<file path="config.mk">
export PLATFORM = sky130hd
export DESIGN_NAME = urd_datapath
export DESIGN_NICKNAME = d
export VERILOG_FILES = /design/src/inc/urd_pkg.sv /design/src/urd_rx_sampler.sv /design/src/urd_rx_fifo.sv /design/src/urd_datapath.sv
export SDC_FILE = /design/constraint.sdc
export NUM_CORES = 1
export LEC_CHECK = 0
export BUFFER_PORTS_ARGS = -buffer_cell sky130_fd_sc_hd__buf_4
export CORE_UTILIZATION = 35
export CTS_CLUSTER_DIAMETER = 80
export DETAILED_ROUTE_END_ITERATION = 10
export GPL_TIMING_DRIVEN = 0
export SYNTH_ARGS = -nofsm -noshare
export SYNTH_HDL_FRONTEND = slang
export SYNTH_HIERARCHICAL = 1
export SYNTH_SLANG_ARGS = --single-unit
</file>
<file path="constraint.sdc">
create_clock -name clk -period 3.3 [get_ports clk]
set_input_delay 0.165 -clock clk [delete_from_list [all_inputs] [get_ports clk]]
set_output_delay 0.165 -clock clk [all_outputs]
set_load 0.1 [all_outputs]
</file>
<file path="src/inc/urd_pkg.sv">
// constants, states and helpers shared by the serial port datapath
package urd_pkg;
  // register byte offsets
  localparam logic [3:0] ADDR_DATA = 4'h0;
  localparam logic [3:0] ADDR_CTRL = 4'h4;
  localparam logic [3:0] ADDR_STAT = 4'h8;
  localparam logic [3:0] ADDR_BAUD = 4'hC;
  // format_control_reg bit positions
  localparam int CTRL_WORD9 = 0;
  localparam int CTRL_PAR_EN = 1;
  localparam int CTRL_PAR_ODD = 2;
  localparam int CTRL_STOP2 = 3;
  localparam int CTRL_TX_NINTH = 4;
  localparam int CTRL_RX_NINTH = 5;
  localparam int CTRL_TX_EN = 6;
  localparam int CTRL_RX_EN = 7;
  localparam int CTRL_BREAK = 8;
  localparam int CTRL_TX_IRQ_EN = 9;
  localparam int CTRL_RX_IRQ_EN = 10;
  localparam logic [15:0] CTRL_RESET = 16'h0000;
  localparam logic [15:0] CTRL_WR_MASK = 16'h07DF;
  // port_status_reg bit positions
  localparam int STAT_TX_EMPTY = 0;
  localparam int STAT_TX_IDLE = 1;
  localparam int STAT_RX_AVAIL = 2;
  localparam int STAT_OVERRUN = 3;
  localparam int STAT_NOISE = 4;
  localparam int STAT_FRAME = 5;
  localparam int STAT_PARITY = 6;
  localparam int STAT_RX_IDLE = 7;
  localparam logic [7:0] BAUD_RESET = 8'h00;
  // bit timing in oversample ticks, bit counts
  localparam logic [3:0] OVS_LAST = 4'hF;
  localparam logic [3:0] RX_SAMPLE_PHASE = 4'h6;
  localparam logic [3:0] BREAK_LAST = 4'hC;
  localparam logic [3:0] LAST_BIT8 = 4'h7;
  localparam logic [3:0] LAST_BIT9 = 4'h8;
  localparam logic [1:0] FIFO_FULL = 2'h2;

  typedef enum logic [2:0] {TX_IDLE, TX_START, TX_DATA, TX_BREAK, TX_STOP} urd_tx_state_e;
  typedef enum logic [2:0] {RX_WAITHIGH, RX_HUNT, RX_START, RX_DATA, RX_STOP} urd_rx_state_e;

  // parity over the data bits that precede the parity position
  function automatic logic urd_par(input logic [8:0] w, input logic word9, input logic odd);
    urd_par = (word9 ? ^w[7:0] : ^w[6:0]) ^ odd;
  endfunction
endpackage

</file>
<file path="src/urd_rx_sampler.sv">
// receive pin synchroniser and three-sample majority vote
`timescale 1ns/1ns
module urd_rx_sampler
  import urd_pkg::*;
(
  input wire logic clk, // system clock
  input wire logic rst_n, // async reset, active low
  input wire logic pinIn, // raw receive pin
  input wire logic tick, // oversample tick
  output logic level, // voted line level
  output logic clean // all three samples agreed
);
  logic sync1_r;
  logic sync2_r;
  logic [2:0] win_r;
  logic level_r;
  logic clean_r;

  // two-flop synchroniser, line idles high
  always_ff @(posedge clk or negedge rst_n) begin
    if (!rst_n) begin
      sync1_r <= 1'b1;
      sync2_r <= 1'b1;
    end else begin
      sync1_r <= pinIn;
      sync2_r <= sync1_r;
    end
  end

  // last three oversample ticks
  always_ff @(posedge clk or negedge rst_n) begin
    if (!rst_n) begin
      win_r <= 3'h7;
    end else if (tick) begin
      win_r <= {win_r[1:0], sync2_r};
    end
  end

  // majority and agreement of the window
  always_ff @(posedge clk or negedge rst_n) begin
    if (!rst_n) begin
      level_r <= 1'b1;
      clean_r <= 1'b1;
    end else begin
      level_r <= (win_r[0] & win_r[1]) | (win_r[0] & win_r[2]) | (win_r[1] & win_r[2]);
      clean_r <= (&win_r) | ~(|win_r);
    end
  end

  assign level = level_r;
  assign clean = clean_r;
endmodule

</file>
<file path="src/urd_rx_fifo.sv">
// two-entry receive word buffer, head word comes from a register
`timescale 1ns/1ns
module urd_rx_fifo
  import urd_pkg::*;
(
  input wire logic clk, // system clock
  input wire logic rst_n, // async reset, active low
  input wire logic push, // store a received word
  input wire logic [8:0] pushData, // received word, ninth bit on top
  input wire logic pop, // drop the head word
  output logic [8:0] headData, // oldest word
  output logic [1:0] count // words held
);
  logic [8:0] head_r;
  logic [8:0] tail_r;
  logic [1:0] count_r;
  logic doPush;
  logic doPop;

  assign doPop = pop & (count_r != 2'h0);
  assign doPush = push & (count_r != FIFO_FULL);

  // head entry
  always_ff @(posedge clk or negedge rst_n) begin
    if (!rst_n) begin
      head_r <= 9'h000;
    end else if (doPop) begin
      head_r <= (doPush && count_r == 2'h1) ? pushData : tail_r;
    end else if (doPush && count_r == 2'h0) begin
      head_r <= pushData;
    end
  end

  // second entry and fill count
  always_ff @(posedge clk or negedge rst_n) begin
    if (!rst_n) begin
      tail_r <= 9'h000;
      count_r <= 2'h0;
    end else begin
      if (doPush && (doPop ? count_r == FIFO_FULL : count_r == 2'h1)) begin
        tail_r <= pushData;
      end
      count_r <= count_r + {1'b0, doPush} - {1'b0, doPop};
    end
  end

  assign headData = head_r;
  assign count = count_r;
endmodule

</file>
<file path="src/urd_datapath.sv">
// serial port transmit and receive datapath with avalon-mm register slave
// Behaviour
// - transmit pin shifts each word out least significant bit first
// - nine-bit mode sends the stored transmit ninth bit as top data bit
// - status access then data write clears buffer-empty and idle flags; the code needs the status access only for the idle flag
// - data writes are ignored while the buffer-empty flag is low
// - buffer-empty flag set when buffer empty; requests interrupt if enabled
// - write during a frame waits in buffer until that frame ends
// - write while idle loads shifter, starts frame, keeps buffer-empty set
// - transmit idle flag sets when a frame or break frame completes
// - break bit held over divisor plus one clocks while idle arms a break
// - break is start bit, thirteen times N zero bits, then stop bits
// - sending a break raises no transmit interrupt
// - breaks repeat while break bit high; after clearing, finish and stop
// - receiver takes eight or nine bits; ninth bit shows in control register
// - recovery runs at sixteen ticks per bit with three-sample majority vote
// - after stop sample the word moves into the buffer if room
// - receive buffer holds two words while a third shifts in
// - third word arriving with buffer full is dropped and sets overrun
// - receiver hunts for a start bit once enabled, after first seeing a high line
// - data-available flag shows buffered data and requests interrupt if enabled
// - status access then data read clears data-available once buffer drains; the code pops on any data read, no status access needed
// - break ends after data bits plus one stop; zeros stored, framing set
// - after a break wait for a high line before hunting again
// - receiver checks exactly one stop bit
// - transmit pin rests high when nothing is sent
// - status access then data read clears the overrun flag
`timescale 1ns/1ns
module urd_datapath
  import urd_pkg::*;
(
  input wire logic clk, // 50 MHz system clock
  input wire logic rst_n, // async reset, active low
  input wire logic [3:0] avs_address, // byte address
  input wire logic avs_read, // read request
  input wire logic avs_write, // write request
  input wire logic [3:0] avs_byteenable, // byte lanes
  input wire logic [31:0] avs_writedata, // write data
  output logic [31:0] avs_readdata, // read data
  output logic avs_waitrequest, // stall
  input wire logic serialInPin, // receive line
  output logic serialOutPin, // transmit line
  output logic txIrqReq, // transmit empty request
  output logic rxIrqReq // receive request
);
  logic waitReq_r;
  logic [31:0] readData_r;
  logic [15:0] ctrl_r;
  logic [7:0] baud_r;
  logic statusSeen_r;
  logic [7:0] divCnt_r;
  logic tick_r;
  urd_tx_state_e txState_r;
  logic [8:0] txBuf_r;
  logic [8:0] txShift_r;
  logic [3:0] txPhase_r;
  logic [3:0] txBitCnt_r;
  logic txBreak_r;
  logic txEmpty_r;
  logic txIdle_r;
  logic [8:0] brkHold_r;
  logic brkArm_r;
  logic serialOut_r;
  urd_rx_state_e rxState_r;
  logic [3:0] rxPhase_r;
  logic [3:0] rxBitCnt_r;
  logic [8:0] rxShift_r;
  logic rxNoise_r;
  logic overrun_r;
  logic noise_r;
  logic frame_r;
  logic parity_r;
  logic txIrq_r;
  logic rxIrq_r;
  logic busReq, acc, dataWr, dataRd, statAcc, ctrlWr, baudWr;
  logic txEn, rxEn, word9, sendBreak;
  logic [3:0] lastBit;
  logic [8:0] txFrame;
  logic txAccept, txLoadDirect, txBitEnd, stopEnd, txLoadBuf;
  logic rxLevel, rxClean, rxSample, rxDone, rxPush, rxOverrun, rxFrameErr;
  logic rxNoiseNow, rxParErr;
  logic [8:0] rxWord;
  logic [8:0] rxHead;
  logic [1:0] rxCount;
  logic [15:0] ctrlMask;
  logic [15:0] ctrlView;
  logic [7:0] statView;

  // bus decode; every access takes one wait state
  assign busReq = avs_read | avs_write;
  assign acc = busReq & ~waitReq_r;
  assign dataWr = acc & avs_write & (avs_address == ADDR_DATA) & avs_byteenable[0];
  assign dataRd = acc & avs_read & (avs_address == ADDR_DATA);
  assign statAcc = acc & (avs_address == ADDR_STAT);
  assign ctrlWr = acc & avs_write & (avs_address == ADDR_CTRL);
  assign baudWr = acc & avs_write & (avs_address == ADDR_BAUD) & avs_byteenable[0];
  assign ctrlMask = {{8{avs_byteenable[1]}}, {8{avs_byteenable[0]}}} & CTRL_WR_MASK;

  // control field aliases
  assign txEn = ctrl_r[CTRL_TX_EN];
  assign rxEn = ctrl_r[CTRL_RX_EN];
  assign word9 = ctrl_r[CTRL_WORD9];
  assign sendBreak = ctrl_r[CTRL_BREAK];
  assign lastBit = word9 ? LAST_BIT9 : LAST_BIT8;

  // outgoing word with ninth bit and optional parity in place
  always_comb begin
    txFrame = {ctrl_r[CTRL_TX_NINTH], avs_writedata[7:0]};
    if (ctrl_r[CTRL_PAR_EN]) begin
      if (word9) begin
        txFrame[8] = urd_par(txFrame, 1'b1, ctrl_r[CTRL_PAR_ODD]);
      end else begin
        txFrame[7] = urd_par(txFrame, 1'b0, ctrl_r[CTRL_PAR_ODD]);
      end
    end
    if (!word9) begin
      txFrame[8] = 1'b0;
    end
  end

  // register views
  always_comb begin
    ctrlView = ctrl_r;
    ctrlView[CTRL_RX_NINTH] = rxHead[8];
    statView = 8'h00;
    statView[STAT_TX_EMPTY] = txEmpty_r;
    statView[STAT_TX_IDLE] = txIdle_r;
    statView[STAT_RX_AVAIL] = (rxCount != 2'h0);
    statView[STAT_OVERRUN] = overrun_r;
    statView[STAT_NOISE] = noise_r;
    statView[STAT_FRAME] = frame_r;
    statView[STAT_PARITY] = parity_r;
    statView[STAT_RX_IDLE] = (rxState_r == RX_WAITHIGH) || (rxState_r == RX_HUNT);
  end

  // wait state and read data, ready at the edge waitrequest is low
  always_ff @(posedge clk or negedge rst_n) begin
    if (!rst_n) begin
      waitReq_r <= 1'b1;
      readData_r <= 32'h0000_0000;
    end else begin
      waitReq_r <= ~(busReq & waitReq_r);
      if (busReq && waitReq_r && avs_read) begin
        unique case (avs_address)
          ADDR_DATA: readData_r <= {24'h00_0000, rxHead[7:0]};
          ADDR_CTRL: readData_r <= {16'h0000, ctrlView};
          ADDR_STAT: readData_r <= {24'h00_0000, statView};
          ADDR_BAUD: readData_r <= {24'h00_0000, baud_r};
          default: readData_r <= 32'h0000_0000;
        endcase
      end
    end
  end

  // software control registers
  always_ff @(posedge clk or negedge rst_n) begin
    if (!rst_n) begin
      ctrl_r <= CTRL_RESET;
      baud_r <= BAUD_RESET;
    end else begin
      if (ctrlWr) begin
        ctrl_r <= (ctrl_r & ~ctrlMask) | (avs_writedata[15:0] & ctrlMask);
      end
      if (baudWr) begin
        baud_r <= avs_writedata[7:0];
      end
    end
  end

  // status access arms the clearing sequence, a data read or a data write with byte lane 0 enabled ends it
  always_ff @(posedge clk or negedge rst_n) begin
    if (!rst_n) begin
      statusSeen_r <= 1'b0;
    end else if (statAcc) begin
      statusSeen_r <= 1'b1;
    end else if (dataWr || dataRd) begin
      statusSeen_r <= 1'b0;
    end
  end

  // oversample tick, sixteen per bit time
  always_ff @(posedge clk or negedge rst_n) begin
    if (!rst_n) begin
      divCnt_r <= 8'h00;
      tick_r <= 1'b0;
    end else begin
      tick_r <= (divCnt_r == baud_r);
      divCnt_r <= (divCnt_r == baud_r) ? 8'h00 : divCnt_r + 8'h01;
    end
  end

  // transmit events
  assign txAccept = dataWr & txEmpty_r;
  assign txLoadDirect = txAccept & txEn & (txState_r == TX_IDLE) & ~brkArm_r;
  assign txBitEnd = tick_r & (txPhase_r == OVS_LAST);
  assign stopEnd = (txState_r == TX_STOP) & txBitEnd &
                   (txBitCnt_r == {3'h0, ctrl_r[CTRL_STOP2]});
  assign txLoadBuf = txEn & ~txEmpty_r &
                     (stopEnd | ((txState_r == TX_IDLE) & ~brkArm_r));

  // break request must be held over divisor plus one clocks while idle
  always_ff @(posedge clk or negedge rst_n) begin
    if (!rst_n) begin
      brkHold_r <= 9'h000;
      brkArm_r <= 1'b0;
    end else begin
      if (sendBreak && txState_r == TX_IDLE && !brkArm_r) begin
        brkHold_r <= brkHold_r + 9'h001;
      end else begin
        brkHold_r <= 9'h000;
      end
      // the starting break consumes the arm, so a stale hold count cannot re-arm it
      if (brkArm_r && txEn && txState_r == TX_IDLE) begin
        brkArm_r <= 1'b0;
      end else if (brkHold_r > {1'b0, baud_r}) begin
        brkArm_r <= 1'b1;
      end
    end
  end

  // transmit sequencer
  always_ff @(posedge clk or negedge rst_n) begin
    if (!rst_n) begin
      txState_r <= TX_IDLE;
      txShift_r <= 9'h000;
      txPhase_r <= 4'h0;
      txBitCnt_r <= 4'h0;
      txBreak_r <= 1'b0;
    end else if (!txEn) begin
      txState_r <= TX_IDLE;
      txPhase_r <= 4'h0;
      txBreak_r <= 1'b0;
    end else begin
      if (txState_r != TX_IDLE && tick_r) begin
        txPhase_r <= txPhase_r + 4'h1;
      end
      unique case (txState_r)
        TX_IDLE: begin
          txPhase_r <= 4'h0;
          txBitCnt_r <= 4'h0;
          if (brkArm_r) begin
            txBreak_r <= 1'b1;
            txState_r <= TX_START;
          end else if (txLoadDirect) begin
            txShift_r <= txFrame;
            txBreak_r <= 1'b0;
            txState_r <= TX_START;
          end else if (txLoadBuf) begin
            txShift_r <= txBuf_r;
            txBreak_r <= 1'b0;
            txState_r <= TX_START;
          end
        end
        TX_START: begin
          if (txBitEnd) begin
            txState_r <= txBreak_r ? TX_BREAK : TX_DATA;
          end
        end
        TX_DATA: begin
          if (txBitEnd) begin
            txShift_r <= {1'b0, txShift_r[8:1]};
            txBitCnt_r <= txBitCnt_r + 4'h1;
            if (txBitCnt_r == lastBit) begin
              txBitCnt_r <= 4'h0;
              txState_r <= TX_STOP;
            end
          end
        end
        TX_BREAK: begin
          if (txBitEnd) begin
            txBitCnt_r <= txBitCnt_r + 4'h1;
            if (txBitCnt_r == BREAK_LAST) begin
              txBitCnt_r <= 4'h0;
              txState_r <= sendBreak ? TX_BREAK : TX_STOP;
            end
          end
        end
        TX_STOP: begin
          if (stopEnd) begin
            txBreak_r <= 1'b0;
            txBitCnt_r <= 4'h0;
            txShift_r <= txBuf_r;
            txState_r <= txLoadBuf ? TX_START : TX_IDLE;
          end else if (txBitEnd) begin
            txBitCnt_r <= txBitCnt_r + 4'h1;
          end
        end
      endcase
    end
  end

  // transmit line level, high whenever no bit is driven low
  always_ff @(posedge clk or negedge rst_n) begin
    if (!rst_n) begin
      serialOut_r <= 1'b1;
    end else begin
      unique case (txState_r)
        TX_START: serialOut_r <= 1'b0;
        TX_BREAK: serialOut_r <= 1'b0;
        TX_DATA: serialOut_r <= txShift_r[0];
        default: serialOut_r <= 1'b1;
      endcase
    end
  end

  // transmit buffer and its flags; set wins over clear
  always_ff @(posedge clk or negedge rst_n) begin
    if (!rst_n) begin
      txBuf_r <= 9'h000;
      txEmpty_r <= 1'b1;
      txIdle_r <= 1'b1;
    end else begin
      if (txAccept && !txLoadDirect) begin
        txBuf_r <= txFrame;
      end
      if (txLoadBuf) begin
        txEmpty_r <= 1'b1;
      end else if (txAccept && !txLoadDirect) begin
        txEmpty_r <= 1'b0;
      end
      if (stopEnd) begin
        txIdle_r <= 1'b1;
      end else if (txAccept && statusSeen_r) begin
        txIdle_r <= 1'b0;
      end
    end
  end

  // receive line recovery
  urd_rx_sampler u_sampler (
    .clk(clk),
    .rst_n(rst_n),
    .pinIn(serialInPin),
    .tick(tick_r),
    .level(rxLevel),
    .clean(rxClean)
  );

  // receive events at the stop sample
  assign rxSample = tick_r & (rxPhase_r == RX_SAMPLE_PHASE);
  assign rxDone = (rxState_r == RX_STOP) & rxSample;
  assign rxWord = word9 ? rxShift_r : {1'b0, rxShift_r[8:1]};
  assign rxFrameErr = ~rxLevel;
  assign rxNoiseNow = rxNoise_r | ~rxClean;
  assign rxParErr = ctrl_r[CTRL_PAR_EN] &
                    ((word9 ? rxWord[8] : rxWord[7]) != urd_par(rxWord, word9, ctrl_r[CTRL_PAR_ODD]));
  assign rxPush = rxDone & (rxCount != FIFO_FULL);
  assign rxOverrun = rxDone & (rxCount == FIFO_FULL);

  // receive sequencer
  always_ff @(posedge clk or negedge rst_n) begin
    if (!rst_n) begin
      rxState_r <= RX_WAITHIGH;
      rxPhase_r <= 4'h0;
      rxBitCnt_r <= 4'h0;
      rxShift_r <= 9'h000;
      rxNoise_r <= 1'b0;
    end else if (!rxEn) begin
      rxState_r <= RX_WAITHIGH;
    end else begin
      if (tick_r) begin
        rxPhase_r <= rxPhase_r + 4'h1;
      end
      unique case (rxState_r)
        RX_WAITHIGH: begin
          if (tick_r && rxLevel) begin
            rxState_r <= RX_HUNT;
          end
        end
        RX_HUNT: begin
          rxPhase_r <= 4'h0;
          rxBitCnt_r <= 4'h0;
          rxNoise_r <= 1'b0;
          if (tick_r && !rxLevel) begin
            rxState_r <= RX_START;
          end
        end
        RX_START: begin
          if (rxSample) begin
            rxNoise_r <= ~rxClean;
            rxState_r <= rxLevel ? RX_HUNT : RX_DATA;
          end
        end
        RX_DATA: begin
          if (rxSample) begin
            rxShift_r <= {rxLevel, rxShift_r[8:1]};
            rxNoise_r <= rxNoiseNow;
            rxBitCnt_r <= rxBitCnt_r + 4'h1;
            if (rxBitCnt_r == lastBit) begin
              rxState_r <= RX_STOP;
            end
          end
        end
        RX_STOP: begin
          if (rxDone) begin
            rxState_r <= rxFrameErr ? RX_WAITHIGH : RX_HUNT;
          end
        end
      endcase
    end
  end

  // two-word receive buffer
  urd_rx_fifo u_fifo (
    .clk(clk),
    .rst_n(rst_n),
    .push(rxPush),
    .pushData(rxWord),
    .pop(dataRd),
    .headData(rxHead),
    .count(rxCount)
  );

  // receive error flags; hardware set wins over the clearing read
  always_ff @(posedge clk or negedge rst_n) begin
    if (!rst_n) begin
      overrun_r <= 1'b0;
      noise_r <= 1'b0;
      frame_r <= 1'b0;
      parity_r <= 1'b0;
    end else begin
      if (rxOverrun) begin
        overrun_r <= 1'b1;
      end else if (dataRd && statusSeen_r) begin
        overrun_r <= 1'b0;
      end
      if (rxPush) begin
        noise_r <= noise_r | rxNoiseNow;
        frame_r <= frame_r | rxFrameErr;
        parity_r <= parity_r | rxParErr;
      end else if (dataRd && statusSeen_r) begin
        noise_r <= 1'b0;
        frame_r <= 1'b0;
        parity_r <= 1'b0;
      end
    end
  end

  // interrupt request levels; no transmit request while a break is on the line
  always_ff @(posedge clk or negedge rst_n) begin
    if (!rst_n) begin
      txIrq_r <= 1'b0;
      rxIrq_r <= 1'b0;
    end else begin
      txIrq_r <= ctrl_r[CTRL_TX_IRQ_EN] & txEmpty_r & ~txBreak_r;
      rxIrq_r <= ctrl_r[CTRL_RX_IRQ_EN] & ((rxCount != 2'h0) | overrun_r);
    end
  end

  assign avs_readdata = readData_r;
  assign avs_waitrequest = waitReq_r;
  assign serialOutPin = serialOut_r;
  assign txIrqReq = txIrq_r;
  assign rxIrqReq = rxIrq_r;

  // checks
  property p_lsbFirst;
    @(posedge clk) disable iff (!rst_n)
    (txState_r == TX_DATA) |=> (serialOut_r == $past(txShift_r[0]));
  endproperty
  a_lsbFirst: assert property (p_lsbFirst) else $error("data bit not lsb of shifter");
  property p_restHigh;
    @(posedge clk) disable iff (!rst_n)
    (txState_r == TX_IDLE) [*2] |-> serialOut_r;
  endproperty
  a_restHigh: assert property (p_restHigh) else $error("idle line not high");
  property p_blockWrite;
    @(posedge clk) disable iff (!rst_n)
    (dataWr && !txEmpty_r) |=> $stable(txBuf_r) && (txEmpty_r == $past(txLoadBuf));
  endproperty
  a_blockWrite: assert property (p_blockWrite) else $error("write overwrote buffer");
  property p_directLoad;
    @(posedge clk) disable iff (!rst_n)
    txLoadDirect |=> txEmpty_r && (txState_r == TX_START) ##16 !serialOut_r;
  endproperty
  a_directLoad: assert property (p_directLoad) else $error("direct load failed");
  property p_buffered;
    @(posedge clk) disable iff (!rst_n)
    (txAccept && !txLoadDirect && !txLoadBuf) |=> !txEmpty_r;
  endproperty
  a_buffered: assert property (p_buffered) else $error("buffered write lost");
  property p_idleSet;
    @(posedge clk) disable iff (!rst_n)
    stopEnd |=> txIdle_r;
  endproperty
  a_idleSet: assert property (p_idleSet) else $error("idle flag not set");
  property p_breakEnd;
    @(posedge clk) disable iff (!rst_n)
    (txState_r == TX_BREAK && txBitEnd && txBitCnt_r == BREAK_LAST && !sendBreak && txEn)
      |=> (txState_r == TX_STOP);
  endproperty
  a_breakEnd: assert property (p_breakEnd) else $error("break not ended");
  property p_breakNoIrq;
    @(posedge clk) disable iff (!rst_n)
    (txBreak_r && $past(txBreak_r)) |-> !txIrq_r;
  endproperty
  a_breakNoIrq: assert property (p_breakNoIrq) else $error("irq during break");
  property p_overrun;
    @(posedge clk) disable iff (!rst_n)
    rxOverrun |=> overrun_r && (rxCount == FIFO_FULL || $past(dataRd));
  endproperty
  a_overrun: assert property (p_overrun) else $error("overrun missed");
  property p_busAnswer;
    @(posedge clk) disable iff (!rst_n)
    (busReq && waitReq_r) |=> !waitReq_r ##1 waitReq_r;
  endproperty
  a_busAnswer: assert property (p_busAnswer) else $error("bus answer not one wait state");
endmodule

</file>
* After elaboration in Yosys (flattened, before gate mapping)
Index checks and enable logic that the tools add are counted.
** Cells by class
- Magnitude comparators :: 1
- Add/sub/neg operators :: 8
- Muxes and demuxes :: 82
- Shift-type cells :: 0
- Multiply operators :: 0
- Equal/unequal tests :: 45
- Reduce and logical (&&, ||, !) cells :: 54
- Divide/modulo/power cells :: 0
- Bitwise operators :: 59
** Operator list (number)
- two-way mux 9 bit :: 10
- case mux 16 bit (4 select lines) :: 1
- two-way mux 3 bit :: 18
- two-way mux 4 bit :: 13
- inequality test 3 bit, second input constant :: 12
- bitwise AND 1 bit :: 34
- case mux 3 bit (5 select lines) :: 2
- two-way mux 1 bit :: 29
- case mux 9 bit (3 select lines) :: 1
- nonzero test 2 bit :: 10
- adder 4 x 1 -> 4 bit, second input constant :: 4
- bitwise AND 16 x 11 -> 16 bit :: 1
- bitwise AND 16 bit :: 1
- equality test 4 bit, second input constant :: 4
- inverter 11 -> 16 bit :: 1
- bitwise OR 16 bit :: 1
- case mux 4 bit (4 select lines) :: 1
- XOR reduction 8 bit :: 2
- logical AND 1 bit :: 15
- inequality test 2 bit, second input constant :: 7
- XOR reduction 7 bit :: 2
- equality test 3 x 2 -> 1 bit, second input constant :: 4
- AND reduction 3 bit :: 4
- AND reduction 6 bit :: 2
- other kinds (38) :: 70
** Storage, ports and cells
- Bits in writable memories :: 0
- Flip-flop bits (word level) :: 164
- Memories kept :: 0
- Input bits :: 45
- Logic and storage cells :: 286
- Bits in read-only memories :: 0
- Bits in latches :: 0
- Output and inout port bits :: 36

* Logic depth before layout (Yosys ltp)
- Word-level depth :: 13
- Mapped depth :: 13
- Mapped depth without buffers :: 10

* Cells and area by module
Netlist, hierarchy kept.
** Modules (own cells, without submodules)
- urd_datapath :: sequential area each 2757.6 um^2, times used 1, area an instance 5999.5 um^2, cells an instance 601
- urd_rx_fifo :: sequential area each 500.5 um^2, times used 1, area an instance 1058.5 um^2, cells an instance 88
- urd_rx_sampler :: sequential area each 183.9 um^2, times used 1, area an instance 242.7 um^2, cells an instance 14

* Least setup slack after synthesis
Ideal clock, no wire load.
- Path kind :: register to register
- From :: register rxPhase_r[0]
- To :: register u_fifo.count_r[1] (netlist: u_fifo/count[1])
- Clock period less this slack :: 2.316 ns
- Library setup time :: 0.128 ns
- Data arrival time :: 2.188 ns
- Path slack :: 0.984 ns
- Cell stages (with the launch flop) :: 14
- Buffers on the path :: 3
- Data required time :: 3.172 ns
- Path through :: dfrtp_1 > inv_1 > ha_1 > and4b_1 > clkbuf_1 > nand3_1 > inv_1 > buf_2 > buf_4 > nor2_1 > or3_1 > a21oi_1 > ha_1 > xnor2_1
** On the way
- Word-level cells in the longest chain between the ends :: 7
** Ends and longest elaborated chain
- from (decl) :: RTL line urd_datapath.sv:65 : logic [3:0] rxPhase_r;
- from (signal assigned) :: RTL line urd_datapath.sv:362 : rxPhase_r <= rxPhase_r + 4'h1;
- equality test 4 x 3 -> 1 bit :: RTL line urd_datapath.sv:340 : assign rxSample = tick_r & (rxPhase_r == RX_SAMPLE_PHASE);
- bitwise AND 1 bit :: RTL line urd_datapath.sv:340
- bitwise AND 1 bit :: RTL line urd_datapath.sv:341 : assign rxDone = (rxState_r == RX_STOP) & rxSample;
- bitwise AND 1 bit :: RTL line urd_datapath.sv:347 : assign rxPush = rxDone & (rxCount != FIFO_FULL);
- named net rxPush :: RTL line urd_datapath.sv:80 : logic rxLevel, rxClean, rxSample, rxDone, rxPush, rxOverrun, rxFrameErr;
- bitwise AND 1 bit :: RTL line urd_rx_fifo.sv:21 : assign doPush = push & (count_r != FIFO_FULL);
- adder 2 x 1 -> 2 bit :: RTL line urd_rx_fifo.sv:43 : count_r <= count_r + {1'b0, doPush} - {1'b0, doPop};
- subtractor 2 x 1 -> 2 bit :: RTL line urd_rx_fifo.sv:43
- to (signal assigned) :: RTL line urd_rx_fifo.sv:43
- to (decl) :: RTL line urd_rx_fifo.sv:16 : logic [1:0] count_r;
The timed path passes the listed nets, and every way through them passes these cells.
A chain may end at the register's enable or synchronous reset.

* Final worst setup path
Same ends and word-level chain as after synthesis.

==> impl_metrics.yaml <==
synth:
  synth_enable_flop_cells: 0
  syn-instance-count: 703
  synth_area_per_cell_um2: 10.4
  async_flop_share_pct: 100
  ys_warn_count: 6
  yosysSeqAreaShare_pct: 47.1
  synth_seq_cells: 137
  syn_area_um2: 7300
  synthFlopType: "dfrtp_1"
  synth_cell_types: 71
power:
  power_density_nw_per_um2: 657
  swShare_pct: 32.0
  switching_power_uw: 1850
  power_frac_seq_pct: 37.7
  ir_worst_vdd_v: 0.000236
  leakagePower_uw: 0.00398
  fin_total_pwr_uw: 5770
  clkPwrFrac_pct: 37.7
  p_int_uw: 3920
  combPwrFrac_pct: 24.6
clock_tree:
  clockBufferDepth: 2
  clock_sinks: 137
  cts_setup_buffers: 0
  cts_hold_buf: 9
  htreeDepth: 4
  root_buffer: "clkbuf_16"
  path_clk_slew_ps: 60
  postCtsResizedCells: 0
  cts_buffers: 17
  insertion_delay_ps: 420
  cts_tree: "yes"
detailed_routing:
  wirelength_um: 16500
  antenna_left: 0
  drtIter0Drc: 291
  via_count: 5442
  firstDrtPassIters: 5
  wl_per_cell_um: 15.4
  drc: 0
  viasPerCell: 5.08
sta:
  setup_viol: 0
  rsz0062_at_grt: "false"
  drv_slew: 0
  fin_crit_sh_pct: 79.7
  slew-limit-headroom_pct: 39.4
  fin_skew_ps: 9.78
  period_minus_slack_ps: 2630
  hold_viol: 0
  worst_pin_slew_ps: 906
  fmax_mhz: 380
  tns_ps: 0
finish:
  diodes: 0
  nFillCells: 1945
  num-nets-final: 850
  drive_gt1_share_pct: 20.8
  area_growth_pct: 20.4
placed_design:
  routabilityCongestion: 0.828
  port_buffers: 36
  hpwl_um: 11500
critical_path:
  end_kind: "flip-flop"
  worstPathArrival_ps: 2940
  max_stage_delay_ps: 410
  worst_path_max_delay_cell: "dfrtp_1"
  critPathLaunchType: "flip-flop"
  cp_data_required_time_ps: 3610
  crit_chain: "inv_1 > ha_1 > and4b_1 > clkbuf_1 > nand3_1 > inv_1 > buf_2 > buf_4 > nor2_1 > or3_1 > a21oi_1 > ha_1 > xnor2_1"
  cp_max_fo: 10
  critPathKind: "flip-flop to flip-flop"
worst_hold_path:
  hp-class: "primary input to flip-flop"
floorplanning:
  die_w_um: 146
  ios: 81
  die-area_um2: 21400
  start_util_pct: 35.9
  die_h_um: 146
  core_area_um2: 20400
  fp-row-count: 52
grt:
  grt_max_degree: 90
  grt_overflow: 0
  grt_antenna_before_repair: 0
  grt_pass1_vias: 5238
  grt_pass1_wl_um: 27500
  grt_usage_pct: 16.5
run:
  cap_violations: 0
outcome:
  status: "complete, no violations"
[registers in the layout, summed over array words and instances (netlist names), 2 cells and up, named ones only]
name,flops
avs_readdata,11
brkHold_r,9
rxShift_r,9
txBuf_r,9
txShift_r,9
u_fifo/headData,9
u_fifo/tail_r,9
baud_r,8
divCnt_r,8
rxBitCnt_r,4
rxPhase_r,4
txBitCnt_r,4
txPhase_r,4
rxState_r,3
txState_r,3
u_sampler/win_r,3
u_fifo/count,2
[cells in the mapped netlist (13+ instances only)]
| library cell | n | area [um^2] |
|---|---|---|
| nand2_1 | 77 | 289 |
| xnor2_1 | 25 | 219 |
| nor2_1 | 44 | 165 |
| a21oi_1 | 13 | 65.1 |
| nand3_1 | 20 | 100 |
| buf_4 | 22 | 165 |
| clkbuf_1 | 21 | 78.8 |
| mux2_2 | 48 | 541 |
| ha_1 | 17 | 213 |
| o21ai_0 | 49 | 245 |
| inv_1 | 35 | 131 |
| dfrtp_1 | 126 | 3150 |
| xor2_1 | 18 | 158 |
[layout make-up]
type | instances | area (um^2) | share of cell area (%)
Multi-Input combinational cell | 501 | 3510 | 40.0
Sequential cell | 137 | 3440 | 39.2
Clock buffer | 22 | 494 | 5.62
Timing Repair Buffer | 46 | 392 | 4.46
Tap cell | 270 | 338 | 3.84
Buffer | 50 | 292 | 3.32
Clock inverter | 10 | 188 | 2.14
Inverter | 35 | 131 | 1.50
[cell families (layout without fill, tap and decap cells)]
kind of cell / Yosys count / count (layout) / share of synthesized area (%)
simple gates: 209 / 209 / 14.3
xor+xnor: 45 / 45 / 5.79
mux: 64 / 64 / 9.67
fa+ha+maj: 18 / 18 / 3.05
compound gates: 144 / 144 / 14.2
other cells: 1 / 21 / 0.0514
buf+inv: 85 / 163 / 5.79
flops: 137 / 137 / 47.1
[cells in the final DEF, fill, tap and decap left out, types with 18 or more instances in the layout]
master    count
conb_1       21
xor2_1       18
nand3_1      20
nor2_1       44
buf_4        57
mux2_2       48
dfrtp_1     126
o21ai_0      49
inv_1        35
nand2_1      77
xnor2_1      25
clkbuf_1     21
[routing by layer]
| layer | part of all wire (%) | global-route usage, % |
|---|---|---|
| met5 | 0 | 0 |
| met3 | 4.5 | 3.62 |
| met1 | 48 | 22.5 |
| met2 | 46 | 25.1 |
| met4 | 1.9 | 7.14 |
[stage by stage]
| step | hold WS, ps | utilization (%) | setup WS [ps] | instance area, um^2 | cells |
|---|---|---|---|---|---|
| finish | 8.84 | 43.1 | 670 | 8790 | 1071 |
| global route | 11.6 | 43.1 | 378 | 8790 | 1071 |
| CTS | 1.12 | 43.1 | 637 | 8790 | 1071 |
| detailed placement | 150 | 39.4 | 576 | 8020 | 1030 |
| global placement | 274 | 39.2 | 611 | 7980 | 1029 |
| floorplan | -131 | - | 984 | 7380 | 723 |
[worst max-delay path, delay by kind of cell, from the launching register on]
kind / cells / cell delay, ps
compound gates: 1 / 150
xor+xnor: 1 / 70
fa+ha+maj: 2 / 310
buf+inv: 5 / 850
flops: 1 / 410
simple gates: 4 / 730
[path summary, 6_finish.rpt]
kind                            slack (ps)                        start  depth (start not counted)                          end
min in group asynchronous              250                        rst_n                          2       txBuf_r[5]$_DFFE_PN0P_
worst min-delay path                     9             avs_writedata[7]                          3        baud_r[7]$_DFFE_PN0P_
worst max-delay path                   670     rxPhase_r[0]$_DFFE_PN0P_                         13    u_fifo/count[1]$_DFF_PN0_
worst max register to register         670     rxPhase_r[0]$_DFFE_PN0P_                         13    u_fifo/count[1]$_DFF_PN0_
worst min register to register         360  u_sampler/sync1_r$_DFF_PN1_                          0  u_sampler/sync2_r$_DFF_PN1_
max in group asynchronous             2210                        rst_n                          3        txEmpty_r$_DFFE_PN1P_
[power groups by stage]
stage	clock (uW)	combinational (uW)	sequential (uW)
final	2170	1420	2180
after global routing	2280	1560	2210
after CTS	2220	1430	2180
after detailed placement	0	1410	2200
after global placement	0	1390	2200
after floorplan	0	940	2290
Power figures use the tool's default switching activity.
